`src/rtl/sfi_regs.svh`:
```
// constants of the spi transfer and interrupt block
`ifndef SFI_REGS_SVH
`define SFI_REGS_SVH
// ==========================================
// status word field positions
`define SFI_STA_IRQ 0
`define SFI_STA_UNDERRUN 4
`define SFI_STA_TX_IRQ 5
`define SFI_STA_RX_IRQ 6
`define SFI_STA_OVERFLOW 7
`define SFI_STA_RX_LVL_LO 8
`define SFI_STA_RX_LVL_HI 10
`define SFI_STA_RESET 16'h0000
// ==========================================
// timing counts, in serial clock periods and bits
`define SFI_FIRST_RX_PERIODS 12
`define SFI_FIRST_RX_HALVES (2 * `SFI_FIRST_RX_PERIODS)
`define SFI_IRQ_COMMIT_BIT 3
`define SFI_STALL_HALVES 2
`define SFI_LAST_EDGE 15
`define SFI_FIFO_DEPTH 4
`define SFI_BYTE_BITS 8
`endif

```
`src/rtl/sfi_pkg.sv`:
```
// types of the spi transfer and interrupt block
package sfi_pkg;
	// ==========================================
	// master sequencer states
	typedef enum logic [1:0] {
		SFI_IDLE,
		SFI_SETUP,
		SFI_SHIFT,
		SFI_STALL
	} sfi_mstate_t;
endpackage : sfi_pkg

```
`src/rtl/sfi_fifo.sv`:
```
// byte fifo with overwrite-oldest support, used for transmit and receive
`timescale 1ns/10ps
module sfi_fifo #(
	parameter int WIDTH = 8,
	parameter int DEPTH = 4
) (
	input wire logic clk,
	input wire logic rstn,
	input wire logic flush,
	input wire logic push,
	input wire logic [WIDTH-1:0] push_data,
	input wire logic pop,
	output logic [WIDTH-1:0] head,
	output logic [$clog2(DEPTH+1)-1:0] count,
	output logic full,
	output logic empty
);
	localparam int AW = $clog2(DEPTH);
	localparam int CW = $clog2(DEPTH+1);
	// ==========================================
	// storage and pointers
	logic [WIDTH-1:0] mem [DEPTH]; // entries
	logic [AW-1:0] wr_ptr; // next free slot
	logic [AW-1:0] rd_ptr; // oldest entry
	logic [AW-1:0] next_wr_ptr;
	logic [AW-1:0] next_rd_ptr;
	logic [CW-1:0] next_count;
	logic do_push; // accepted write
	logic do_pop; // accepted read

	assign full = (count == CW'(DEPTH));
	assign empty = (count == '0);
	assign head = mem[rd_ptr];
	// a pop when full makes room, so push with pop on a full fifo overwrites the oldest
	assign do_pop = pop && !empty;
	assign do_push = push && (!full || do_pop);

	// ==========================================
	// pointer and level update
	always_comb begin
		next_wr_ptr = wr_ptr;
		next_rd_ptr = rd_ptr;
		next_count = count;
		if (flush) begin
			// flush empties at once, any request is dropped
			next_wr_ptr = '0;
			next_rd_ptr = '0;
			next_count = '0;
		end else begin
			if (do_push) begin
				next_wr_ptr = (wr_ptr == AW'(DEPTH - 1)) ? '0 : wr_ptr + 1'b1;
			end
			if (do_pop) begin
				next_rd_ptr = (rd_ptr == AW'(DEPTH - 1)) ? '0 : rd_ptr + 1'b1;
			end
			if (do_push && !do_pop) begin
				next_count = count + 1'b1;
			end else if (do_pop && !do_push) begin
				next_count = count - 1'b1;
			end
		end
	end

	always_ff @(posedge clk) begin
		if (!rstn) begin
			wr_ptr <= '0;
			rd_ptr <= '0;
			count <= '0;
		end else begin
			wr_ptr <= next_wr_ptr;
			rd_ptr <= next_rd_ptr;
			count <= next_count;
		end
	end

	// data words carry no reset, only the pointers matter
	always_ff @(posedge clk) begin
		if (do_push && !flush) begin
			mem[wr_ptr] <= push_data;
		end
	end
endmodule : sfi_fifo

```
`src/rtl/sfi_spi_port.sv`:
```
// spi port transfer control, fifos and interrupt sources, master or slave
`timescale 1ns/10ps
`include "sfi_regs.svh"

// Notes on behaviour
// - master, tx irq mode: fifo write starts transfer
// - master, rx mode: idle rx read starts transfer
// - always receives; rx flush drops bytes, irqs
// - tx flush suppresses underrun interrupts
// - first written byte loads shifter at once
// - continuous: chip select held while data queued
// - non-continuous: one byte, stall between bytes
// - read start moves threshold-plus-one bytes, four max
// - slave: chip select frames byte exchanges
// - empty fifo sends last byte or zeros
// - full rx: overwrite oldest or drop new
// - tx/underrun flag three bits into byte
// - master: rx level hides first byte twelve periods
// - one line, status bit 0, sources 7:4
// - tx irq mode picks tx or rx interrupt
// - tx interrupt every first..fourth popped byte
// - tx flag at bit 5, read clears
// - control write zeroes sent-byte counter
// - rx flag on push when level exceeds threshold
// - empty start sets underrun bit 4
// - push into full sets overflow bit 7
// - flags clear on read, disable, flush
// - master drives chip select per transfer
// - half serial period is divider plus one
module sfi_spi_port
	import sfi_pkg::*;
#(
	parameter int DIVW = 8,
	parameter int DEPTH = `SFI_FIFO_DEPTH
) (
	input wire logic clk,
	input wire logic rstn,
	input wire logic port_enable,
	input wire logic master_mode,
	input wire logic cpol,
	input wire logic cpha,
	input wire logic transfer_irq_mode,
	input wire logic underrun_zero_fill,
	input wire logic overflow_overwrite_or_flag,
	input wire logic cont_mode,
	input wire logic tx_flush,
	input wire logic rx_flush,
	input wire logic [1:0] irq_mode,
	input wire logic [DIVW-1:0] bit_rate_divider,
	input wire logic ctrl_write,
	input wire logic status_rd,
	input wire logic tx_wr_valid,
	input wire logic [7:0] tx_wr_data,
	output logic tx_wr_ready,
	input wire logic rx_rd,
	output logic [7:0] rx_rd_data,
	output logic [15:0] port_status_reg,
	output logic irq,
	input wire logic sclk_in,
	output logic sclk_out,
	output logic sclk_oe_n,
	input wire logic mosi_in,
	output logic mosi_out,
	output logic mosi_oe_n,
	input wire logic miso_in,
	output logic miso_out,
	output logic miso_oe_n,
	input wire logic cs_n_in,
	output logic chip_select_n,
	output logic cs_oe_n
);
	localparam int CW = $clog2(DEPTH+1);
	// ==========================================
	// pin input synchronisers
	logic [3:0] pin_raw; // sclk, mosi, miso, cs
	logic [3:0] pin_s1; // first stage, read only by the second
	logic [3:0] pin_s2; // safe copies
	logic sclk_prev; // last safe sclk for edge finding
	logic cs_prev; // last safe chip select
	assign pin_raw = {sclk_in, mosi_in, miso_in, cs_n_in};
	genvar gi;
	generate
		for (gi = 0; gi < 4; gi++) begin : g_sync
			always_ff @(posedge clk) begin
				if (!rstn) begin
					pin_s1[gi] <= 1'b1;
					pin_s2[gi] <= 1'b1;
				end else begin
					pin_s1[gi] <= pin_raw[gi];
					pin_s2[gi] <= pin_s1[gi];
				end
			end
		end
	endgenerate
	always_ff @(posedge clk) begin
		if (!rstn) begin
			sclk_prev <= 1'b0;
			cs_prev <= 1'b1;
		end else begin
			sclk_prev <= pin_s2[3];
			cs_prev <= pin_s2[0];
		end
	end

	// ==========================================
	// fifos
	logic tx_push, tx_pop, tx_full, tx_empty;
	logic [7:0] tx_head;
	logic [CW-1:0] tx_count;
	logic rx_push, rx_pop, rx_full, rx_empty;
	logic [7:0] rx_push_data;
	logic [CW-1:0] rx_count;
	assign tx_wr_ready = !tx_full && !tx_flush;
	assign tx_push = tx_wr_valid && tx_wr_ready;
	assign rx_pop = rx_rd || (rx_push && rx_full && overflow_overwrite_or_flag);
	sfi_fifo #(.WIDTH(8), .DEPTH(DEPTH)) u_tx_fifo (
		.clk(clk), .rstn(rstn), .flush(tx_flush), .push(tx_push), .push_data(tx_wr_data),
		.pop(tx_pop), .head(tx_head), .count(tx_count), .full(tx_full), .empty(tx_empty)
	);
	sfi_fifo #(.WIDTH(8), .DEPTH(DEPTH)) u_rx_fifo (
		.clk(clk), .rstn(rstn), .flush(rx_flush), .push(rx_push && !rx_flush),
		.pop(rx_pop), .push_data(rx_push_data), .head(rx_rd_data), .count(rx_count),
		.full(rx_full), .empty(rx_empty)
	);

	// ==========================================
	// master sequencer
	sfi_mstate_t mstate, next_mstate; // sequencer state
	logic [DIVW-1:0] div_cnt, next_div_cnt; // half period timer
	logic [3:0] edge_cnt, next_edge_cnt; // serial clock edge index
	logic sclk_lvl, next_sclk_lvl; // driven clock level
	logic cs_n, next_cs_n; // driven chip select
	logic read_init, next_read_init; // transfer started by a read
	logic [2:0] bytes_left, next_bytes_left; // bytes still owed to a read start
	logic tick; // one half serial period elapsed
	logic m_run; // master logic active
	logic more; // another byte follows
	logic m_load; // master loads the shifter
	assign m_run = port_enable && master_mode;
	// the timer keeps running while idle, so a held receive byte still ages
	assign tick = (div_cnt == bit_rate_divider);
	assign more = read_init ? (bytes_left != 3'd1) : !tx_empty;
	assign m_load = (next_mstate == SFI_SETUP) && (mstate != SFI_SETUP);

	// next state of the master sequencer
	always_comb begin
		next_mstate = mstate;
		next_div_cnt = tick ? '0 : div_cnt + 1'b1;
		next_edge_cnt = edge_cnt;
		next_sclk_lvl = sclk_lvl;
		next_cs_n = cs_n;
		next_read_init = read_init;
		next_bytes_left = bytes_left;
		unique case (mstate)
			SFI_IDLE: begin
				next_sclk_lvl = cpol; // idle level follows polarity
				if (m_run && transfer_irq_mode && !tx_empty) begin
					next_mstate = SFI_SETUP;
					next_read_init = 1'b0;
				end else if (m_run && !transfer_irq_mode && rx_rd) begin
					next_mstate = SFI_SETUP;
					next_read_init = 1'b1;
					next_bytes_left = {1'b0, irq_mode} + 3'd1;
				end
				if (next_mstate == SFI_SETUP) begin
					next_cs_n = 1'b0;
					next_div_cnt = '0; // setup starts on a fresh half period
				end
			end
			SFI_SETUP: begin
				// half period of data setup before the first edge
				if (tick) begin
					next_mstate = SFI_SHIFT;
					next_edge_cnt = '0;
				end
			end
			SFI_SHIFT: begin
				if (tick) begin
					next_sclk_lvl = !sclk_lvl;
					next_edge_cnt = edge_cnt + 1'b1;
					if (edge_cnt == 4'(`SFI_LAST_EDGE)) begin
						if (more) begin
							next_bytes_left = bytes_left - 3'd1;
							if (cont_mode) begin
								next_mstate = SFI_SETUP;
							end else begin
								next_mstate = SFI_STALL;
								next_cs_n = 1'b1;
								next_edge_cnt = '0;
							end
						end else begin
							next_mstate = SFI_IDLE;
							next_cs_n = 1'b1;
						end
					end
				end
			end
			SFI_STALL: begin
				// chip select high for one whole serial period
				if (tick) begin
					next_edge_cnt = edge_cnt + 1'b1;
					if (edge_cnt == 4'(`SFI_STALL_HALVES - 1)) begin
						next_mstate = SFI_SETUP;
						next_cs_n = 1'b0;
					end
				end
			end
		endcase
		if (!m_run) begin
			// disabling or leaving master mode aborts at once
			next_mstate = SFI_IDLE;
			next_cs_n = 1'b1;
			next_sclk_lvl = cpol;
		end
	end

	always_ff @(posedge clk) begin
		if (!rstn) begin
			mstate <= SFI_IDLE;
			div_cnt <= '0;
			edge_cnt <= '0;
			sclk_lvl <= 1'b0;
			cs_n <= 1'b1;
			read_init <= 1'b0;
			bytes_left <= '0;
		end else begin
			mstate <= next_mstate;
			div_cnt <= next_div_cnt;
			edge_cnt <= next_edge_cnt;
			sclk_lvl <= next_sclk_lvl;
			cs_n <= next_cs_n;
			read_init <= next_read_init;
			bytes_left <= next_bytes_left;
		end
	end

	// ==========================================
	// shared shift engine, fed by master timing or slave edges
	logic s_act; // slave framed by the far master
	logic s_cs_fall; // slave frame start
	logic lead, trail, sample, launch; // edge strobes
	logic din; // serial input of the active role
	logic byte_done; // eighth bit sampled
	logic load; // shifter takes a new byte
	logic [7:0] tx_shift, next_tx_shift; // outgoing byte
	logic [7:0] rx_shift, next_rx_shift; // incoming byte
	logic [7:0] last_tx, next_last_tx; // byte resent on underrun
	logic [2:0] bit_cnt, next_bit_cnt; // bits sampled in this byte
	assign s_act = port_enable && !master_mode && !pin_s2[0];
	assign s_cs_fall = s_act && cs_prev;
	// leading edge leaves the idle level, trailing edge returns to it
	assign lead = m_run ? (tick && mstate == SFI_SHIFT && !edge_cnt[0])
		: (s_act && sclk_prev == cpol && pin_s2[3] != cpol);
	assign trail = m_run ? (tick && mstate == SFI_SHIFT && edge_cnt[0])
		: (s_act && sclk_prev != cpol && pin_s2[3] == cpol);
	assign sample = cpha ? trail : lead;
	assign launch = cpha ? lead : trail;
	assign din = m_run ? pin_s2[1] : pin_s2[2];
	assign byte_done = sample && (bit_cnt == 3'd7);
	assign load = m_run ? m_load : (s_cs_fall || (s_act && byte_done));
	assign tx_pop = load && !tx_empty;

	// next shifter contents
	always_comb begin
		next_tx_shift = tx_shift;
		next_rx_shift = rx_shift;
		next_last_tx = last_tx;
		next_bit_cnt = bit_cnt;
		if (sample) begin
			next_rx_shift = {rx_shift[6:0], din};
			next_bit_cnt = bit_cnt + 1'b1;
		end
		if (launch && bit_cnt != 3'd0) begin
			next_tx_shift = {tx_shift[6:0], 1'b0};
		end
		if (load) begin
			if (!tx_empty) begin
				next_tx_shift = tx_head;
				next_last_tx = tx_head;
			end else begin
				next_tx_shift = underrun_zero_fill ? 8'h00 : last_tx;
			end
		end
		if ((m_run && m_load) || s_cs_fall || !(m_run || s_act)) begin
			next_bit_cnt = '0;
		end
	end

	always_ff @(posedge clk) begin
		if (!rstn) begin
			tx_shift <= 8'h00;
			rx_shift <= 8'h00;
			last_tx <= 8'h00;
			bit_cnt <= 3'h0;
		end else begin
			tx_shift <= next_tx_shift;
			rx_shift <= next_rx_shift;
			last_tx <= next_last_tx;
			bit_cnt <= next_bit_cnt;
		end
	end

	// ==========================================
	// receive hold: the first byte of a master frame waits twelve periods
	logic [4:0] halves, next_halves; // half periods since chip select fell
	logic hold_v, next_hold_v; // byte held back
	logic [7:0] hold_d, next_hold_d; // held byte
	logic frame_fall; // master chip select falls
	logic first_byte, next_first_byte; // next byte is the first of its frame
	logic hold_open; // hold time elapsed
	assign frame_fall = m_run && cs_n && !next_cs_n;
	assign hold_open = (halves >= 5'(`SFI_FIRST_RX_HALVES)) || frame_fall || !m_run;

	always_comb begin
		next_halves = halves;
		next_hold_v = hold_v;
		next_hold_d = hold_d;
		next_first_byte = first_byte;
		rx_push = 1'b0;
		rx_push_data = rx_shift;
		if (frame_fall) begin
			next_halves = '0;
			next_first_byte = 1'b1;
		end else if (tick && halves < 5'(`SFI_FIRST_RX_HALVES)) begin
			next_halves = halves + 1'b1;
		end
		if (hold_v && hold_open) begin
			rx_push = 1'b1;
			rx_push_data = hold_d;
			next_hold_v = 1'b0;
		end else if (byte_done) begin
			if (m_run && first_byte && !hold_open) begin
				next_hold_v = 1'b1;
				next_hold_d = next_rx_shift;
			end else begin
				rx_push = 1'b1;
				rx_push_data = next_rx_shift;
			end
			next_first_byte = 1'b0;
		end
	end

	always_ff @(posedge clk) begin
		if (!rstn) begin
			halves <= '0;
			hold_v <= 1'b0;
			hold_d <= 8'h00;
			first_byte <= 1'b0;
		end else begin
			halves <= next_halves;
			hold_v <= next_hold_v;
			hold_d <= next_hold_d;
			first_byte <= next_first_byte;
		end
	end

	// ==========================================
	// interrupt sources
	logic [1:0] sent_cnt, next_sent_cnt; // popped bytes since last tx event
	logic tx_pend, next_tx_pend; // tx event awaiting its bit position
	logic ur_pend, next_ur_pend; // underrun awaiting its bit position
	logic f_ur, f_tx, f_rx, f_ov; // sticky flags
	logic next_f_ur, next_f_tx, next_f_rx, next_f_ov;
	logic commit; // third bit of the byte sampled
	logic clr_all; // read or disable
	assign commit = sample && (bit_cnt == 3'(`SFI_IRQ_COMMIT_BIT - 1));
	assign clr_all = status_rd || !port_enable;

	always_comb begin
		next_sent_cnt = sent_cnt;
		next_tx_pend = tx_pend;
		next_ur_pend = ur_pend;
		next_f_ur = f_ur;
		next_f_tx = f_tx;
		next_f_rx = f_rx;
		next_f_ov = f_ov;
		if (tx_pop) begin
			if (sent_cnt == irq_mode) begin
				next_sent_cnt = '0;
				next_tx_pend = 1'b1;
			end else begin
				next_sent_cnt = sent_cnt + 1'b1;
			end
		end
		if (ctrl_write) begin
			next_sent_cnt = '0;
		end
		if (load && tx_empty) begin
			next_ur_pend = 1'b1;
		end
		// a read clears first, so an event in the same cycle wins; disable clears again last, so it wins
		if (clr_all) begin
			next_f_ur = 1'b0;
			next_f_tx = 1'b0;
			next_f_rx = 1'b0;
			next_f_ov = 1'b0;
		end
		if (commit) begin
			next_tx_pend = 1'b0;
			next_ur_pend = 1'b0;
			if (tx_pend && transfer_irq_mode) begin
				next_f_tx = 1'b1;
			end
			if (ur_pend) begin
				next_f_ur = 1'b1;
			end
		end
		if (rx_push && !transfer_irq_mode) begin
			// level after this push, overwrite keeps it full
			if ((rx_full ? CW'(DEPTH) : rx_count + 1'b1) > CW'(irq_mode)) begin
				next_f_rx = 1'b1;
			end
		end
		if (rx_push && rx_full) begin
			next_f_ov = 1'b1;
		end
		if (tx_flush) begin
			next_f_ur = 1'b0;
			next_f_tx = 1'b0;
			next_tx_pend = 1'b0;
			next_ur_pend = 1'b0;
		end
		if (rx_flush) begin
			next_f_rx = 1'b0;
			next_f_ov = 1'b0;
		end
		if (!port_enable) begin
			next_f_ur = 1'b0;
			next_f_tx = 1'b0;
			next_f_rx = 1'b0;
			next_f_ov = 1'b0;
			next_tx_pend = 1'b0;
			next_ur_pend = 1'b0;
		end
	end

	always_ff @(posedge clk) begin
		if (!rstn) begin
			sent_cnt <= '0;
			tx_pend <= 1'b0;
			ur_pend <= 1'b0;
			f_ur <= 1'b0;
			f_tx <= 1'b0;
			f_rx <= 1'b0;
			f_ov <= 1'b0;
		end else begin
			sent_cnt <= next_sent_cnt;
			tx_pend <= next_tx_pend;
			ur_pend <= next_ur_pend;
			f_ur <= next_f_ur;
			f_tx <= next_f_tx;
			f_rx <= next_f_rx;
			f_ov <= next_f_ov;
		end
	end

	// ==========================================
	// status word, interrupt line and pins
	always_comb begin
		port_status_reg = `SFI_STA_RESET;
		port_status_reg[`SFI_STA_UNDERRUN] = f_ur;
		port_status_reg[`SFI_STA_TX_IRQ] = f_tx;
		port_status_reg[`SFI_STA_RX_IRQ] = f_rx;
		port_status_reg[`SFI_STA_OVERFLOW] = f_ov;
		port_status_reg[`SFI_STA_RX_LVL_HI:`SFI_STA_RX_LVL_LO] = 3'(rx_count);
		port_status_reg[`SFI_STA_IRQ] = irq;
	end
	assign irq = f_ur || f_tx || f_rx || f_ov;
	assign sclk_out = sclk_lvl;
	assign chip_select_n = cs_n;
	assign mosi_out = tx_shift[7];
	assign miso_out = tx_shift[7];
	assign sclk_oe_n = !m_run;
	assign cs_oe_n = !m_run;
	assign mosi_oe_n = !m_run;
	assign miso_oe_n = !s_act; // slave drives only while selected
endmodule : sfi_spi_port

```
`config.mk`:
```
export PLATFORM = sky130hd
export DESIGN_NAME = sfi_spi_port
export DESIGN_NICKNAME = d
export VERILOG_FILES = /design/src/rtl/sfi_pkg.sv /design/src/rtl/sfi_fifo.sv /design/src/rtl/sfi_spi_port.sv
export VERILOG_INCLUDE_DIRS = /design/src /design/src/rtl
export SDC_FILE = /design/constraint.sdc
export NUM_CORES = 1
export LEC_CHECK = 0
export BUFFER_PORTS_ARGS = -buffer_cell sky130_fd_sc_hd__buf_2
export CORE_ASPECT_RATIO = 0.8
export CORE_MARGIN = 3
export CORE_UTILIZATION = 30
export CTS_CLUSTER_SIZE = 20
export DETAILED_ROUTE_END_ITERATION = 16
export HOLD_SLACK_MARGIN = 0.12
export PLACE_DENSITY = 0.48
export SETUP_SLACK_MARGIN = 0.2
export SLEW_MARGIN = 20
export SYNTH_ARGS = -nofsm -noshare
export SYNTH_HDL_FRONTEND = slang
export SYNTH_HIERARCHICAL = 1
export SYNTH_SLANG_ARGS = --single-unit
```
`constraint.sdc`:
```
create_clock -name clk -period 4.1 [get_ports clk]
set_input_delay 0.205 -clock clk [delete_from_list [all_inputs] [get_ports clk]]
set_output_delay 0.205 -clock clk [all_outputs]
set_load 0.01 [all_outputs]
```
# == Word level (Yosys, flattened, before mapping) ==
# Memory sizes are Yosys's and may differ from the RTL's. A register that Yosys moved wholly into a read port is not among the register bits.
# Cells that the tools add are included.
# op_classes
add_sub_neg,15
magnitude_cmp,3
eq_ne,32
n_mux,92
bitwise_logic,4
reduce_logical,108
# op_table
operator,count
$mux 8,11
$logic_and 1x1->1,46
$mux 1,40
$mux 2,20
$mux 3,10
$mux 4,6
$logic_not 1->1,21
$ne 2x2->1 const B,7
$logic_or 1x1->1,13
$eq 2x2->1 const B,6
$pmux 4 s3,1
$reduce_bool 2->1,6
$reduce_or 2->1,6
$add 2x1->2 const B,5
$reduce_and 2->1,5
$add 3x1->3 const B,3
$eq 3x3->1 const B,3
$sub 3x1->3 const B,3
$add 8x1->8 const B,1
$eq 8x8->1,1
$pmux 2 s4,1
$eq 2x1->1 const B,3
$logic_not 3->1,2
$ne 3x1->1 const B,2
other kinds (25),32
# totals
register_bits,94
ram_bits,64
input_bits,38
out_inout_bits,34
word_cells,294
n_memories,2
# memory_table
memory,words,word_bits,read_ports,rd_clocked_by_memory_dff,wr,line,source
u_rx_fifo.mem,4,8,1,1,1,sfi_fifo.sv:22,logic [WIDTH-1:0] mem [DEPTH];
u_tx_fifo.mem,4,8,1,1,1,sfi_fifo.sv:22,

# == Longest topological paths before layout ==
# Gate-level depths: netlist of the first run.
# logic_depth
depth_word,29
ltp_mapped,19
mapped_depth_nobuf,17

# == Cells and area by module ==
# The synthesis of the first run kept the hierarchy.
# by_module_without_submodules
mod,n_inst,cells_each,area_per_inst_um2
sfi_spi_port,1,545,4544.4
sfi_fifo,2,93,1652.8

# == Worst setup path after synthesis of the first run ==
# No wires, ideal clock.
# synth_path
path_type,register to register
startpoint,register u_tx_fifo.count[0]
endpoint,register u_rx_fifo.count[2]
t_arrival_ps,3622
required_time_ps,4030
setup_slack_ps,408
stages_incl_launch_ff,17
period_less_slack_ps,3692
cell_sequence,dfxtp_1 > nor3_1 > nand2_1 > a311oi_1 > o311ai_1 > nand3_1 > a21oi_1 > a31o_2 > or4b_4 > nand2_2 > inv_1 > ha_1 > inv_1 > fa_1 > xor2_1 > or3_1 > a21oi_1
# synth_between
elab_chain_cells,27
# synth_rtl
element,line,source
from (decl),sfi_fifo.sv:14,"output logic [$clog2(DEPTH+1)-1:0] count,"
from (signal assigned),sfi_fifo.sv:72,count <= next_count;
$logic_not 3->1 *,sfi_fifo.sv:32,assign empty = (count == '0);
net tx_empty,sfi_spi_port.sv:107,"logic tx_push, tx_pop, tx_full, tx_empty;"
$logic_not 1->1 *,"sfi_spi_port.sv:142, sfi_spi_port.sv:157",
$logic_and 1x1->1,sfi_spi_port.sv:157,if (m_run && transfer_irq_mode && !tx_empty) begin
$mux 2,sfi_spi_port.sv:157,
$mux 2,sfi_spi_port.sv:154,unique case (mstate)
$eq 2x1->1,sfi_spi_port.sv:165,if (next_mstate == SFI_SETUP) begin
$mux 1,sfi_spi_port.sv:165,
(+13 left out),--,
$logic_or 1x1->1 *,sfi_spi_port.sv:115,assign rx_pop = rx_rd || (rx_push && rx_full && overflow_overwrite_or_flag);
net rx_pop,sfi_spi_port.sv:110,"logic rx_push, rx_pop, rx_full, rx_empty;"
$logic_and 1x1->1 *,sfi_fifo.sv:35,assign do_pop = pop && !empty;
$logic_or 1x1->1,sfi_fifo.sv:36,assign do_push = push && (!full || do_pop);
$logic_and 1x1->1,sfi_fifo.sv:36,
$logic_not 1->1,sfi_fifo.sv:58,end else if (do_pop && !do_push) begin
$logic_and 1x1->1,sfi_fifo.sv:58,
$reduce_bool 2->1 (no source line),--,
to (signal assigned),sfi_fifo.sv:72,
to (decl),sfi_fifo.sv:14,
# Mark *: on every way through the listed nets, which the timed path passes. The rest lies on a longest branch. The select of a mux whose other input is x is not followed.
# A chain may end at the register's enable or synchronous reset.

# == Final worst setup path of the first run ==
# layout_path
startpoint,input port transfer_irq_mode
endpoint,register u_rx_fifo.count[2]
# layout_between
elab_chain_cells,28
# layout_rtl
element,line,source
from (decl),sfi_spi_port.sv:42,"input wire logic transfer_irq_mode,"
$logic_not 1->1,sfi_spi_port.sv:160,end else if (m_run && !transfer_irq_mode && rx_rd) begin
$logic_and 1x1->1 (2 in a row),sfi_spi_port.sv:160,
$mux 2,sfi_spi_port.sv:160,
$mux 2 *,sfi_spi_port.sv:157,
$mux 2 *,sfi_spi_port.sv:154,
$eq 2x1->1 *,sfi_spi_port.sv:165,
$mux 1 *,sfi_spi_port.sv:165,
$pmux 1 s3 *,sfi_spi_port.sv:154,
(+12 left out),--,
$logic_or 1x1->1 *,sfi_spi_port.sv:115,
net rx_pop,sfi_spi_port.sv:110,
$logic_and 1x1->1 *,sfi_fifo.sv:35,
$logic_or 1x1->1,sfi_fifo.sv:36,
$logic_and 1x1->1,sfi_fifo.sv:36,
$logic_not 1->1,sfi_fifo.sv:58,
$logic_and 1x1->1,sfi_fifo.sv:58,
$reduce_bool 2->1 (no source line),--,
# Marks and branches as above.

==> run summary, run 1 <==
Final hold violation count -> 0
Largest net degree at the start of global routing -> 34
Initial antenna violation count -> 1
Critical path endpoint category -> flip-flop
Area of the multi-input gates -> 3690 µm²
First drt pass iteration count -> 4
Outcome -> finished, final reports clean
Post-Synthesis Cells -> 730
Slew margin rel. -> 0.434
Fmax -> 0.272 GHz
Via Count -> 5434
Setup-failing EPs final -> 0
CTS Buf Count -> 17
Die area -> 28100 µm²
Number of fill cells -> 2575
Global-route usage over all layers -> 0.128
Setup Skew -> 13.3 ps
Die height -> 151 µm
Reg area -> 3890 µm²
Width of the die -> 187 µm
N_diodes -> 0
Aggregate routed wire length -> 17600 µm
Worst Min Path Start -> cpol
GRT overflow -> 0
Vias in the first global route -> 5248
Arr. time, crit path -> 4050 ps
Pleak -> 3.60 nW
Final Critical Period -> 3680 ps
Clock slew at reported path FFs -> 70 ps
HP Class -> in2reg
Worst r2r dst -> u_tx_fifo/count[2]$_SDFFE_PP0P_
Clk root buf -> clkbuf_16
Peak VDD IR -> 0.474 mV
Worst r2r src -> mstate[0]$_SDFF_PN0_
Synth Warn # -> 6
H-tree depth -> 4
Max Slew Vio Count -> 0
Placer Congestion -> 0.786
Crit path to -> u_rx_fifo/count[2]$_SDFFE_PP0P_
Rows -> 52
Synthesized cell area -> 7850 µm²
Drt drc -> 0
Worst-path fanout max -> 6
Input/output buffers -> 63
Worst Tran Pin Value -> 847 ps
WL/cell -> 14.9 µm
# Post-CTS Setup Buffers -> 0
Setup TNS -> 0 ps
Layout area overhead -> 19.6%
Flop2flop setup slack -> 450 ps
Layout Nets -> 888
Global-route wire length before repair -> 28400 µm
Period utilisation layout -> 0.898
Startpoint class of the critical path -> input port
CTS tree -> done
Power per standard cell area -> 371 nW/µm²
CTS Sinks -> 162
Initial DRC count -> 329
Critical Setup Path Class -> in2reg
# IOs -> 72
CORE AREA -> 25500 µm²
RSZ-0062 raised after global routing -> no
Clk buf depth -> 2
Clock Latency Late Sink -> 430 ps
Worst Setup SP -> transfer_irq_mode
Max cap viols -> 0
Post-DP HPWL -> 12300 µm
Minimum hold slack -> 169 ps
Initial Util -> 0.308
Final ANT Viol Nets -> 0
CP Data Required Time -> 4460 ps
Share of cells above drive strength 1 -> 0.204
FF-to-FF path depth -> 17
Mean number of vias per cell -> 4.61
Syn_area_per_cell -> 10.7 µm²
what timing repair did:
item	4_1_cts	5_1_grt
hold buffers	17	0
endpoints found under the setup margin	0	4
hold endpoints to repair	43	0
resized for setup	0	14
layer usage:
layer | part of all wire | vias up | wire, µm | global-route usage
met5 | 0.00040 | - | 7 | 0
met4 | 0.0074 | 2 | 130 | 0.0344
met3 | 0.035 | 10 | 623 | 0.0314
met2 | 0.45 | 72 | 7980 | 0.200
met1 | 0.50 | 2570 | 8870 | 0.177
li1 | - | 2780 | - | -
registers in the layout (all words and copies together) (netlist names), 3 cells and up, named ones only:
signal,flops
rx_shift,8
bytes_left,3
u_rx_fifo/mem,32
u_tx_fifo/count,3
pin_s1,4
last_tx,8
u_tx_fifo/mem,32
pin_s2,4
hold_d,8
tx_shift,8
halves,5
div_cnt,8
edge_cnt,4
u_rx_fifo/count,3
bit_cnt,3
power breakdown:
group	internal [mW]	total (mW)	switching, mW	leakage, nW
clock network	0.909	1.58	0.668	0.276
registers	1.68	1.70	0.0138	1.39
logic	0.0828	0.202	0.119	1.93
layout by cell type, fill, tap and decap left out, types with 14 or more instances in the layout:
cell type,count
a21oi_1,44
buf_2,63
buf_4,23
clkbuf_16,19
dfxtp_1,96
dlygate4sd3_1,17
edfxtp_1,64
ha_1,32
inv_1,30
mux2i_1,31
mux4_2,16
nand2_1,44
nand2b_1,14
nand3_1,24
nor2_1,63
nor2b_1,23
nor3_1,16
o21ai_0,17
xor2_1,14
layout make-up:
class                      instances  share of cell area
clock buffer                      21              0.0515
clock inverter                    11              0.0104
inverter                          34              0.0136
multi-input combinational        498               0.393
sequential                       162               0.414
tap                              351              0.0468
timing repair buffer             103              0.0702
per-stage QoR:
step           instance area, µm²  cells  setup WS [ps]  utilization  power [mW]
2_1_floorplan                7870    737            408            -        1.85
3_3_place_gp                 8560   1131            310        0.336        1.92
3_5_place_dp                 8560   1131            271        0.336        1.92
4_1_cts                      9310   1180            233        0.365        3.53
5_1_grt                      9380   1180            188        0.368        3.62
6_report                     9380   1180            417        0.368        3.48
worst min-delay path by stage:
stage	endpoint	slack, ps	depth (start not counted)
after floorplan	sent_cnt[0]$_SDFFE_PP0N_	280	1
after global placement	pin_s2[1]$_SDFF_PN1_	390	1
after detailed placement	pin_s1[3]$_SDFF_PN1_	390	2
after CTS	sclk_out$_SDFFE_PN0P_	140	3
after global routing	sclk_out$_SDFFE_PN0P_	210	3
final	sclk_out$_SDFFE_PN0P_	170	3
critical path, cell delays in order:
cell and delay, ps:
dlygate4sd3_1 530, buf_2 170, or2_0 330, a311oi_2 340
o311ai_2 140, a21oi_1 270, a21oi_2 100, a31o_2 300
or4b_4 490, nand2_2 130, inv_1 60, ha_1 200
inv_1 70, fa_1 170, xor2_1 70, or3_1 300
a21oi_1 130
Power figures use the tool's default switching activity.
==> run 2, diff against run 1 <==
--- a/config.mk
+++ b/config.mk
@@ -7,13 +7,15 @@
 export NUM_CORES = 1
 export LEC_CHECK = 0
 export BUFFER_PORTS_ARGS = -buffer_cell sky130_fd_sc_hd__buf_2
+export CELL_PAD_IN_SITES_DETAIL_PLACEMENT = 1
+export CELL_PAD_IN_SITES_GLOBAL_PLACEMENT = 2
 export CORE_ASPECT_RATIO = 0.8
 export CORE_MARGIN = 3
 export CORE_UTILIZATION = 30
-export CTS_CLUSTER_SIZE = 20
+export CTS_CLUSTER_SIZE = 16
 export DETAILED_ROUTE_END_ITERATION = 16
 export HOLD_SLACK_MARGIN = 0.12
-export PLACE_DENSITY = 0.48
+export PLACE_DENSITY = 0.66
 export SETUP_SLACK_MARGIN = 0.2
 export SLEW_MARGIN = 20
 export SYNTH_ARGS = -nofsm -noshare
==> run summary, run 2 (synthesized netlist as in run 1, its figures left out) <==
Placer Congestion -> 0.787 (+0.13%)
First drt pass iteration count -> 5 (+1)
Global-route wire length before repair -> 31300 µm (+10%)
Worst Min Path Start -> cpol
Die height -> 151 µm (unchanged)
Worst Setup SP -> transfer_irq_mode
Pleak -> 3.62 nW (+0.67%)
Setup Skew -> 13.3 ps (-0.0253 ps)
CTS tree -> done
Initial antenna violation count -> 0 (-1)
N_diodes -> 0 (unchanged)
GRT overflow -> 0 (unchanged)
Arr. time, crit path -> 4060 ps (about the same)
RSZ-0062 raised after global routing -> yes
Worst path slowest cell -> dlygate4sd3_1
Fmax -> 0.269 GHz (-0.89%)
Critical Setup Path Class -> in2reg
Clk buf depth -> 2 (unchanged)
Worst-path fanout max -> 6 (unchanged)
Commonest cells after routing, fill and taps aside -> dfxtp_1 (96), edfxtp_1 (64), nor2_1 (63), buf_2 (63), nand2_1 (44)
Final ANT Viol Nets -> 0 (unchanged)
Input/output buffers -> 63 (unchanged)
Clock slew at reported path FFs -> 70 ps (about the same)
Worst r2r dst -> u_tx_fifo/count[2]$_SDFFE_PP0P_
Setup-failing EPs final -> 0 (unchanged)
Die area -> 28100 µm² (unchanged)
Flop2flop setup slack -> 390 ps (-60 ps)
Vias in the first global route -> 6036 (+15%)
Via Count -> 5658 (+4.1%)
Top Registers -> u_rx_fifo/mem: 32 flops, u_tx_fifo/mem: 32 flops
Clock Latency Late Sink -> 420 ps (about the same)
Mean number of vias per cell -> 4.78 (+3.9%)
Layout Nets -> 891 (+0.34%)
Largest net degree at the start of global routing -> 38 (+12%)
Share of cells above drive strength 1 -> 0.210 (+0.00648)
Critical path endpoint category -> flip-flop
Initial DRC count -> 255 (-22%)
WL/cell -> 16.4 µm (+9.7%)
Crit path to -> u_rx_fifo/count[2]$_SDFFE_PP0P_
Max Slew Vio Count -> 0 (unchanged)
Power per standard cell area -> 363 nW/µm² (-1.9%)
Aggregate routed wire length -> 19400 µm (+10%)
WP depth -> 17 (unchanged)
Rows -> 52 (unchanged)
Utilization after layout -> 0.369 (+0.00113)
Worst r2r src -> mstate[0]$_SDFF_PN0_
HP Class -> in2reg
Peak VDD IR -> 0.294 mV (-38%)
Post-DP HPWL -> 14400 µm (+17%)
Clk root buf -> clkbuf_16
Crit-path max cell delay -> 540 ps (about the same)
Slew margin rel. -> 0.422 (-0.0116)
CP top delay family -> compound AO/OA/AOI/OAI gates
CTS Sinks -> 162 (unchanged)
Final Critical Period -> 3720 ps (+33.0 ps)
Initial Util -> 0.308 (unchanged)
Most common cell after layout, fill and taps aside -> dfxtp_1
Drt drc -> 0 (unchanged)
Period utilisation layout -> 0.906 (+0.00805)
Width of the die -> 187 µm (unchanged)
FF-to-FF path depth -> 17 (unchanged)
Worst Tran Pin Value -> 864 ps (+17.3 ps)
Global-route usage over all layers -> 0.140 (+0.0125)
Max cap viols -> 0 (unchanged)
Setup TNS -> 0 ps (unchanged)
CP Data Required Time -> 4440 ps (-20 ps)
Worst path cell trace -> dlygate4sd3_1 -> buf_2 -> or2_1 -> a311oi_2 -> o311ai_2 -> a21oi_2 -> a21oi_2 -> a31o_2 -> or4b_4 -> nand2_2 -> inv_1 -> ha_1 -> inv_1 -> fa_1 -> xor2_1 -> or3_1 -> a21oi_1
Startpoint class of the critical path -> input port
CTS Buf Count -> 17 (unchanged)
# IOs -> 72 (unchanged)
Buf/Inv on CP -> 4 (unchanged)
H-tree depth -> 4 (unchanged)
Outcome -> finished, final reports clean
Final hold violation count -> 0 (unchanged)
Layout area overhead -> 20.0%
CORE AREA -> 25500 µm² (unchanged)
-- run 2: power breakdown --
group | total, mW | internal [mW] | switching (mW)
Sequential | 1.70 | 1.68 | 0.0141
Clock | 1.51 | 0.854 | 0.661
Combinational | 0.208 | 0.0849 | 0.123
Total | 3.42 | 2.62 | 0.798
-- run 2: routing by layer --
metal,part of all wire,vias up,wire (µm),GRT usage
met3,0.035,10,679,0.0389
met5,0,-,0,0
met4,0.0059,0,115,0.0363
met1,0.47,2788,9150,0.176
li1,-,2788,-,-
met2,0.49,72,9420,0.240
-- run 2: layout make-up --
| class | count | area [µm²] |
|---|---|---|
| clock buffers | 20 | 447 |
| multi-input cells | 498 | 3710 |
| flip-flops and latches | 162 | 3890 |
| inverters | 34 | 128 |
| fillers | 2835 | 16100 |
| well taps | 351 | 439 |
| repair buffers | 106 | 684 |
| clock inverters | 12 | 109 |
-- run 2: tightest hold or removal path, stage by stage --
cell     delay, ps
buf_2          140
o21ai_0         90
a21oi_1        100
-- run 2: timing repair --
item / CTS / global route
hold buffers: 17 / 0
buffers inserted: 0 / 2
setup endpoints to repair: 4 / 4
endpoints found under the hold margin: 42 / 0
resized for setup: 5 / 18
pin swaps: 0 / 5
-- run 2: worst min-delay path by stage --
stage                                          end  slack, ps  depth (start not counted)
after detailed placement      pin_s2[1]$_SDFF_PN1_        390                          1
after global routing         sclk_out$_SDFFE_PN0P_        160                          3
after CTS                    sclk_out$_SDFFE_PN0P_        140                          3
final                        sclk_out$_SDFFE_PN0P_        160                          3
after global placement        pin_s1[3]$_SDFF_PN1_        390                          2
after floorplan           sent_cnt[0]$_SDFFE_PP0N_        280                          1
-- run 2: through the flow --
stage | hold slack, ps | setup slack [ps] | std cells | area (µm²) | total power, mW
global route | 160 | 177 | 1183 | 9410 | 3.58
CTS | 140 | 214 | 1181 | 9310 | 3.48
global placement | 392 | 155 | 1132 | 8560 | 1.92
detailed placement | 394 | 28.9 | 1132 | 8560 | 1.92
finish | 160 | 384 | 1183 | 9410 | 3.42
floorplan | 282 | 408 | 737 | 7870 | 1.85
